### src/hw/itc_pkg.sv
`default_nettype none
package itc_pkg;
    // Register offsets
    localparam logic [7:0] OFS_CTRL_A = 8'h09;
    localparam logic [7:0] OFS_CMD_CTRL = 8'h0a;
    localparam logic [7:0] OFS_STATUS = 8'h0b;
    localparam logic [7:0] OFS_OWN_ADDR = 8'h0c;
    localparam logic [7:0] OFS_DATA = 8'h0d;
    // Field positions
    localparam int CA_EN = 0;
    localparam int CA_STOP_IEN = 5;
    localparam int CA_AP_IEN = 6;
    localparam int CA_DATA_IRQ_ENABLE = 7;
    localparam int CC_ACK = 2;
    localparam int ST_DIF = 7;
    localparam int ST_ADDR_STOP_IRQ_FLAG = 6;
    localparam int ST_COLLISION_FLAG = 3;
    localparam int ST_BUS_ERROR_FLAG = 2;
    // Reset values and counts
    localparam logic [7:0] BYTE_RESET = 8'h00;
    localparam logic [3:0] CNT_RESET = 4'h0;
    localparam logic [3:0] BYTE_BITS = 4'h8;
    localparam logic [3:0] BYTE_LAST = 4'h7;
    localparam logic [1:0] PIN_IDLE = 2'h3;
    localparam int PIN_SCL = 0;
    localparam int PIN_SDA = 1;

    typedef enum logic [1:0] {
        CMD_NOP = 2'h0,
        CMD_RSVD = 2'h1,
        CMD_COMPLETE = 2'h2,
        CMD_RESPONSE = 2'h3
    } itc_cmd_t;

    typedef enum logic [8:0] {
        S_IDLE = 9'h001,
        S_ADDR = 9'h002,
        S_HOLD_A = 9'h004,
        S_ACK = 9'h008,
        S_RX = 9'h010,
        S_TX = 9'h020,
        S_RACK = 9'h040,
        S_HOLD_D = 9'h080,
        S_WAIT = 9'h100
    } itc_state_t;

    typedef struct packed {
        logic [7:0] addr;
        logic [7:0] wdata;
        logic wr;
        logic rd;
    } itc_reg_req_t;

    typedef struct packed {
        logic data_irq_flag;
        logic addr_stop_irq_flag;
        logic stretch;
        logic received_ack_bit;
        logic collision_flag;
        logic bus_error_flag;
        logic dir;
        logic ap;
    } itc_status_t;
endpackage
`default_nettype wire

### src/hw/itc_target.sv
// Local design decision: strobed register access.
`default_nettype none
module itc_target (
    // System
    input wire logic i_core_clk,
    input wire logic i_sys_rst,
    // Register port
    input wire itc_pkg::itc_reg_req_t i_reg_req,
    output logic [7:0] o_reg_rdata,
    // Bus pins, open drain
    input wire logic i_scl_in,
    output logic o_scl_out,
    output logic o_scl_oe,
    input wire logic i_sda_in,
    output logic o_sda_out,
    output logic o_sda_oe,
    // Error detectors
    input wire logic i_collision,
    input wire logic i_bus_error,
    // Interrupt requests
    output logic o_data_irq,
    output logic o_addr_stop_irq
);
    import itc_pkg::*;

    itc_state_t state_reg;
    logic [1:0] pin_meta_reg, pin_sync_reg, pin_prev_reg;
    logic [7:0] ctrl_a_reg, own_addr_reg, shift_reg;
    logic [3:0] bit_cnt_reg;
    logic ack_action_reg, ack_val_reg, ack_wait_reg;
    logic dif_reg, addr_stop_irq_flag_reg, received_ack_bit_reg, collision_flag_reg, bus_error_flag_reg, dir_reg, ap_reg;
    logic scl_rise, scl_fall, start_evt, stop_evt, en;
    logic wr_cmd, wr_stat, data_acc, valid_cmd, sw_clear, ack_now;
    logic holding, go_resp, go_done, hold_drop, byte_end;
    logic addr_hit, ack_dif, dif_set, stop_set;
    itc_cmd_t cmd;
    itc_status_t status;

    // Two flops before any logic looks at the pins
    always_ff @(posedge i_core_clk or posedge i_sys_rst) begin
        if (i_sys_rst) begin
            pin_meta_reg <= PIN_IDLE;
            pin_sync_reg <= PIN_IDLE;
            pin_prev_reg <= PIN_IDLE;
        end else begin
            pin_meta_reg <= {i_sda_in, i_scl_in};
            pin_sync_reg <= pin_meta_reg;
            pin_prev_reg <= pin_sync_reg;
        end
    end

    assign scl_rise = pin_sync_reg[PIN_SCL] & ~pin_prev_reg[PIN_SCL];
    assign scl_fall = ~pin_sync_reg[PIN_SCL] & pin_prev_reg[PIN_SCL];
    assign start_evt = en & pin_sync_reg[PIN_SCL] & pin_prev_reg[PIN_SCL]
        & ~pin_sync_reg[PIN_SDA] & pin_prev_reg[PIN_SDA];
    assign stop_evt = pin_sync_reg[PIN_SCL] & pin_prev_reg[PIN_SCL]
        & pin_sync_reg[PIN_SDA] & ~pin_prev_reg[PIN_SDA];

    assign en = ctrl_a_reg[CA_EN];
    assign cmd = itc_cmd_t'(i_reg_req.wdata[1:0]);
    assign wr_cmd = i_reg_req.wr && i_reg_req.addr == OFS_CMD_CTRL;
    assign wr_stat = i_reg_req.wr && i_reg_req.addr == OFS_STATUS;
    assign data_acc = (i_reg_req.wr || i_reg_req.rd) && i_reg_req.addr == OFS_DATA;
    // No-op and reserved codes are not valid, so they clear nothing
    assign valid_cmd = wr_cmd && (cmd == CMD_COMPLETE || cmd == CMD_RESPONSE);
    assign sw_clear = valid_cmd || data_acc;
    // A command write uses the ack value written beside it
    assign ack_now = wr_cmd ? i_reg_req.wdata[CC_ACK] : ack_action_reg;
    assign holding = state_reg == S_HOLD_A || state_reg == S_HOLD_D;
    assign go_resp = holding && (data_acc || (wr_cmd && cmd == CMD_RESPONSE));
    assign go_done = holding && wr_cmd && cmd == CMD_COMPLETE;
    // Clearing the held flag by hand gives up the transfer
    assign hold_drop = holding && wr_stat
        && (i_reg_req.wdata[ST_DIF] || i_reg_req.wdata[ST_ADDR_STOP_IRQ_FLAG]);
    assign byte_end = scl_fall && bit_cnt_reg == BYTE_BITS;
    assign addr_hit = state_reg == S_ADDR && byte_end
        && shift_reg[7:1] == own_addr_reg[7:1];
    assign ack_dif = state_reg == S_ACK && scl_fall && !ack_val_reg
        && !ack_wait_reg && dir_reg;
    assign dif_set = (state_reg == S_RX && byte_end)
        || (state_reg == S_RACK && scl_fall) || ack_dif;
    assign stop_set = stop_evt && en && ctrl_a_reg[CA_STOP_IEN]
        && state_reg != S_IDLE;

    // Transaction sequencer
    always_ff @(posedge i_core_clk or posedge i_sys_rst) begin
        if (i_sys_rst) begin
            state_reg <= S_IDLE;
            bit_cnt_reg <= CNT_RESET;
            ack_val_reg <= 1'b0;
            ack_wait_reg <= 1'b0;
        end else if (!en) begin
            state_reg <= S_IDLE;
        end else if (start_evt) begin
            state_reg <= S_ADDR;
            bit_cnt_reg <= CNT_RESET;
        end else if (stop_evt) begin
            state_reg <= S_IDLE;
        end else begin
            case (state_reg)
                S_ADDR, S_RX: begin
                    if (scl_rise) begin
                        bit_cnt_reg <= bit_cnt_reg + 4'h1;
                    end
                    if (byte_end) begin
                        if (state_reg == S_RX || addr_hit) begin
                            state_reg <= state_reg == S_RX ? S_HOLD_D : S_HOLD_A;
                        end else begin
                            state_reg <= S_WAIT;
                        end
                    end
                end
                S_HOLD_A, S_HOLD_D: begin
                    if (go_done && !dir_reg) begin
                        state_reg <= S_ACK;
                        ack_val_reg <= ack_now;
                        ack_wait_reg <= 1'b1;
                    end else if (go_done || hold_drop) begin
                        state_reg <= S_WAIT;
                    end else if (go_resp && dir_reg && state_reg == S_HOLD_D) begin
                        state_reg <= S_TX;
                        bit_cnt_reg <= CNT_RESET;
                    end else if (go_resp) begin
                        state_reg <= S_ACK;
                        ack_val_reg <= ack_now;
                        ack_wait_reg <= 1'b0;
                    end
                end
                S_ACK: begin
                    if (scl_fall) begin
                        bit_cnt_reg <= CNT_RESET;
                        if (ack_val_reg || ack_wait_reg) begin
                            state_reg <= S_WAIT;
                        end else begin
                            state_reg <= dir_reg ? S_HOLD_D : S_RX;
                        end
                    end
                end
                S_TX: begin
                    if (scl_fall) begin
                        bit_cnt_reg <= bit_cnt_reg + 4'h1;
                        if (bit_cnt_reg == BYTE_LAST) begin
                            state_reg <= S_RACK;
                        end
                    end
                end
                S_RACK: begin
                    if (scl_fall) begin
                        state_reg <= S_HOLD_D;
                    end
                end
                default: begin
                    state_reg <= state_reg;
                end
            endcase
        end
    end

    // Shift register; writes only land while the clock is held
    always_ff @(posedge i_core_clk or posedge i_sys_rst) begin
        if (i_sys_rst) begin
            shift_reg <= BYTE_RESET;
        end else if (i_reg_req.wr && i_reg_req.addr == OFS_DATA && holding) begin
            shift_reg <= i_reg_req.wdata;
        end else if (scl_rise && (state_reg == S_ADDR || state_reg == S_RX)) begin
            shift_reg <= {shift_reg[6:0], pin_sync_reg[PIN_SDA]};
        end else if (scl_fall && state_reg == S_TX) begin
            shift_reg <= {shift_reg[6:0], 1'b0};
        end
    end

    // Bus-side status bits
    always_ff @(posedge i_core_clk or posedge i_sys_rst) begin
        if (i_sys_rst) begin
            received_ack_bit_reg <= 1'b0;
            dir_reg <= 1'b0;
            ap_reg <= 1'b0;
        end else begin
            if (state_reg == S_RACK && scl_rise) begin
                received_ack_bit_reg <= pin_sync_reg[PIN_SDA];
            end
            if (addr_hit) begin
                dir_reg <= shift_reg[0];
            end
            if (addr_hit) begin
                ap_reg <= 1'b1;
            end else if (stop_set) begin
                ap_reg <= 1'b0;
            end
        end
    end

    // Sticky flags; a set in the clearing cycle wins
    always_ff @(posedge i_core_clk or posedge i_sys_rst) begin
        if (i_sys_rst) begin
            dif_reg <= 1'b0;
            addr_stop_irq_flag_reg <= 1'b0;
            collision_flag_reg <= 1'b0;
            bus_error_flag_reg <= 1'b0;
        end else begin
            dif_reg <= dif_set || (dif_reg && !sw_clear
                && !(wr_stat && i_reg_req.wdata[ST_DIF]));
            addr_stop_irq_flag_reg <= addr_hit || stop_set || (addr_stop_irq_flag_reg && !sw_clear
                && !(wr_stat && i_reg_req.wdata[ST_ADDR_STOP_IRQ_FLAG]));
            collision_flag_reg <= i_collision || (collision_flag_reg && !start_evt
                && !(wr_stat && i_reg_req.wdata[ST_COLLISION_FLAG]));
            bus_error_flag_reg <= i_bus_error || (bus_error_flag_reg
                && !(wr_stat && i_reg_req.wdata[ST_BUS_ERROR_FLAG]));
        end
    end

    // Software control registers
    always_ff @(posedge i_core_clk or posedge i_sys_rst) begin
        if (i_sys_rst) begin
            ctrl_a_reg <= BYTE_RESET;
            own_addr_reg <= BYTE_RESET;
            ack_action_reg <= 1'b0;
        end else if (i_reg_req.wr) begin
            if (i_reg_req.addr == OFS_CTRL_A) begin
                ctrl_a_reg <= i_reg_req.wdata;
            end else if (i_reg_req.addr == OFS_OWN_ADDR) begin
                own_addr_reg <= i_reg_req.wdata;
            end else if (i_reg_req.addr == OFS_CMD_CTRL) begin
                ack_action_reg <= i_reg_req.wdata[CC_ACK];
            end
        end
    end

    always_comb begin
        status = '0;
        status.data_irq_flag = dif_reg;
        status.addr_stop_irq_flag = addr_stop_irq_flag_reg;
        status.stretch = holding && (dif_reg || addr_stop_irq_flag_reg);
        status.received_ack_bit = received_ack_bit_reg;
        status.collision_flag = collision_flag_reg;
        status.bus_error_flag = bus_error_flag_reg;
        status.dir = dir_reg;
        status.ap = ap_reg;
    end

    // Read data valid the cycle after the strobe; unmapped reads zero
    always_ff @(posedge i_core_clk or posedge i_sys_rst) begin
        if (i_sys_rst) begin
            o_reg_rdata <= BYTE_RESET;
        end else if (!i_reg_req.rd) begin
            o_reg_rdata <= BYTE_RESET;
        end else if (i_reg_req.addr == OFS_CTRL_A) begin
            o_reg_rdata <= ctrl_a_reg;
        end else if (i_reg_req.addr == OFS_CMD_CTRL) begin
            o_reg_rdata <= {5'h00, ack_action_reg, 2'h0};
        end else if (i_reg_req.addr == OFS_STATUS) begin
            o_reg_rdata <= status;
        end else if (i_reg_req.addr == OFS_OWN_ADDR) begin
            o_reg_rdata <= own_addr_reg;
        end else if (i_reg_req.addr == OFS_DATA) begin
            o_reg_rdata <= shift_reg;
        end else begin
            o_reg_rdata <= BYTE_RESET;
        end
    end

    // Pins only ever pull low; collision silences SDA
    assign o_scl_out = 1'b0;
    assign o_sda_out = 1'b0;
    assign o_scl_oe = holding;
    assign o_sda_oe = en && !collision_flag_reg && ((state_reg == S_ACK && !ack_val_reg)
        || (state_reg == S_TX && !shift_reg[7]));
    assign o_data_irq = dif_reg && ctrl_a_reg[CA_DATA_IRQ_ENABLE];
    assign o_addr_stop_irq = addr_stop_irq_flag_reg && ctrl_a_reg[CA_AP_IEN];
endmodule
`default_nettype wire
### config.mk
export PLATFORM = sky130hd
export DESIGN_NAME = itc_target
export DESIGN_NICKNAME = d
export VERILOG_FILES = /design/src/hw/itc_pkg.sv /design/src/hw/itc_target.sv
export SDC_FILE = /design/constraint.sdc
export NUM_CORES = 1
export LEC_CHECK = 0
export BUFFER_PORTS_ARGS = -buffer_cell sky130_fd_sc_hd__buf_2
export CAP_MARGIN = 0
export CORE_MARGIN = 2
export CORE_UTILIZATION = 58
export DETAILED_ROUTE_END_ITERATION = 10
export PLACE_DENSITY = 0.79
export SLEW_MARGIN = 20
export SYNTH_ARGS = -nofsm -noshare
export SYNTH_HDL_FRONTEND = slang
export SYNTH_SLANG_ARGS = --single-unit
### constraint.sdc
create_clock -name i_core_clk -period 2.94 [get_ports i_core_clk]
set_input_delay 0.147 -clock i_core_clk [delete_from_list [all_inputs] [get_ports i_core_clk]]
set_output_delay 0.147 -clock i_core_clk [all_outputs]
set_load 0.02 [all_outputs]
==> impl_metrics.py <==
metrics = {
    "grt": {
        "grt_pass1_wl_mm": 14.4,
        "antenna_found_initial": 0,
        "gr-total-overflow": 0,
        "grt_pass1_vias": 2798,
        "grt_usage_pct": 30.3,
        "grt_max_degree": 42,
    },
    "cts": {
        "cts_buffers": 9,
        "clkTransAtPathRegs_ps": 70,
        "ctsRootBufferMaster": "clkbuf_8",
        "cts_sinks": 61,
        "clock_path_buffers": 2,
        "cts_tree": "yes",
        "htree_levels": 3,
        "clock_latency_ps": 350,
        "postCtsSetupRepairBufs": 0,
    },
    "place": {
        "hpwl_mm": 6.29,
        "io_buffer_count": 35,
        "placed_cell_area_um2": 3610,
        "post-place-ws_ps": 179,
        "dp.cells": 432,
        "place.gp.congestion": 0.948,
    },
    "critical_path": {
        "slowest_stage": "or4_4",
        "crit_top_cell": "or4_4",
        "critPathTopFamily": "simple AND/OR/NAND/NOR gates",
        "cp-start-kind": "flop",
        "crit_type": "reg -> reg",
        "required_ps": 3170,
        "critical_path.max_fanout": 6,
        "critPathCaptureType": "flop",
        "cp.arrival_ps": 3030,
        "path_buf_inv": 0,
        "crit_chain": "or4_4, or4b_1, or4_4, a21oi_2, mux2_1",
        "cpPeakStageDelay_ps": 600,
    },
    "worst_hold_path": {
        "hold_class": "in -> async",
    },
    "power": {
        "internal_power_mw": 1.47,
        "pwr-share-seq_pct": 46.4,
        "p_comb_share_pct": 6.0,
        "peakVddDrop_mv": 0.388,
        "p_switching_mw": 0.431,
        "powerDensity_nw_per_um2": 488,
        "clkPwrFrac_pct": 47.6,
        "p_leak_nw": 1.68,
        "fin_total_pwr_mw": 1.90,
        "swShare_pct": 22.7,
    },
    "route": {
        "drc": 0,
        "drt_iter0_markers": 522,
        "drtAntennaViolNets": 0,
        "viasPerCell": 6.57,
        "drt_wl_total_mm": 8.89,
        "num_vias": 2971,
        "drt-pass1-iter-count": 6,
        "wl_per_cell_um": 19.7,
    },
    "sta": {
        "layout_setup_ws_ps": 133,
        "rsz0062_at_grt": "no",
        "fin_worst_skew_ps": 9.25,
        "slew_violations": 0,
        "slew_headroom_pct": 41.9,
        "fmax_mhz": 356,
        "worst_pin_slew_ps": 869,
        "hold_viol_final": 34,
        "period_share_pct": 95.5,
        "layout_min_cycle_time_ps": 2810,
        "setup_tns_ps": 0,
        "setup_viol": 0,
        "worst_hold_slack_ps": -23.3,
    },
    "logic_synthesis": {
        "synth-main-ff-cell": "dfrtp_1",
        "yosysMostFrequentCell": "dfrtp_1",
        "syn_inst": 329,
        "async_reset_ff_share_pct": 100,
        "ys_warn_count": 0,
        "synth_common_cells": "dfrtp_1, nand2_1, mux2_2, nor2_1",
        "syn_area_per_cell_um2": 10.2,
        "ys_types": 66,
        "synth_edf_count": 0,
        "synth.area.top_cells": "dfrtp_1, mux2_2, dfstp_2",
        "ys_ff_latch": 61,
        "yosys.area.top_type": "dfrtp_1",
        "yosysSeqAreaShare_pct": 46.0,
        "yosysTopAreaCellShare_pct": 40.5,
        "syn_area_um2": 3340,
    },
    "cells_and_area": {
        "final_nets": 401,
        "largest_reg_flops": 9,
        "finalInstanceArea_um2": 3900,
        "syn2layout_area_growth_pct": 16.7,
        "drive_gt1_share_pct": 26.3,
        "nFillCells": 417,
        "fin_cells": 452,
        "antennaDiodeCount": 0,
    },
    "die": {
        "io_pins": 38,
        "start_util_pct": 60.3,
        "fp.dieW_um": 79.9,
        "fp-row-count": 27,
        "die_y_um": 79.9,
        "dieArea_um2": 6380,
        "coreArea_um2": 5540,
    },
    "run_status": {
        "status": "finished with violations",
        "violations": "negative hold slack",
    },
    "run": {
        "max_cap_viol_count": 0,
    },
}
==> metrics by stage <==
step           hold WS, ps  util, %
2_1_floorplan          151        -
3_3_place_gp           253     65.2
3_5_place_dp           256     65.2
4_1_cts               1.41     70.3
5_1_grt               61.6     70.3
6_report             -23.3     70.3
==> repair_timing <==
| action | in CTS | in global routing |
|---|---|---|
| hold buffers | 4 | 0 |
| setup endpoints to repair | 0 | 1 |
| gates resized for setup | 0 | 1 |
| hold endpoints to repair | 4 | 0 |
==> cell usage in the layout (no fill, tap or decap), drive strengths merged, types with 4 or more instances in the layout <==
cell          n
nor4          6
mux2         20
a21o          4
nor3         10
nand2        24
clkbuf       10
nor2         19
dlygate4sd3   4
o21ai        12
inv          10
buf          46
dfstp         7
a21boi        8
xor2          9
nor2b         7
a31oi         5
dfrtp        54
a222oi        7
a21oi        12
a22o          5
mux2i         8
and2          4
nand3         8
or3           8
nand2b        5
and3          7
==> power by group through the flow <==
stage	clock [mW]	combinational [mW]	sequential (mW)
global route	0.951	0.126	0.884
floorplan	0	0.0705	0.890
detailed placement	0	0.108	0.898
finish	0.905	0.114	0.883
CTS	0.919	0.113	0.882
global placement	0	0.106	0.896
==> metal layers <==
layer,track usage (%),share of wire [%],up-vias,wire length [um]
met4,11.4,1.8,0,164
met5,0,0,-,0
met1,43.4,43,1422,3810
met3,6.33,8.8,21,780
li1,-,-,1335,-
met2,45.5,47,193,4130
==> cell families after synthesis <==
group,synth area share (%)
xor gates and xnor gates,2.89
muxes,9.14
other,0.112
and+or+nand+nor,19.0
DFF,46.0
adders and majority gates,0.749
buffers and inverters,3.41
AOI/OAI and AO/OA,18.8
==> area by class of cell <==
| cell class | count | area (um2) | share of cell area (%) |
|---|---|---|---|
| Multi-Input combinational cell | 243 | 1700 | 43.6 |
| Sequential cell | 61 | 1540 | 39.4 |
| Timing Repair Buffer | 50 | 298 | 7.64 |
| Clock buffer | 10 | 128 | 3.27 |
| Clock inverter | 6 | 111 | 2.86 |
| Tap cell | 72 | 90.1 | 2.31 |
| Inverter | 10 | 37.5 | 0.963 |
==> path summary, 6_finish.rpt <==
kind,from,end,slack (ps),cells past startpoint
worst max-delay path,state_reg[8],ack_val_reg,130,5
worst min-delay path,i_sys_rst,state_reg[1],-20,2
worst max register to register,state_reg[8],ack_val_reg,130,5
worst min register to register,pin_meta_reg[1],pin_sync_reg[1],350,0
max in group asynchronous,i_sys_rst,pin_prev_reg[0],2090,3
min in group i_core_clk,i_reg_req[7],ctrl_a_reg[5],60,2
Note: power is estimated with default switching activity, not from simulation.
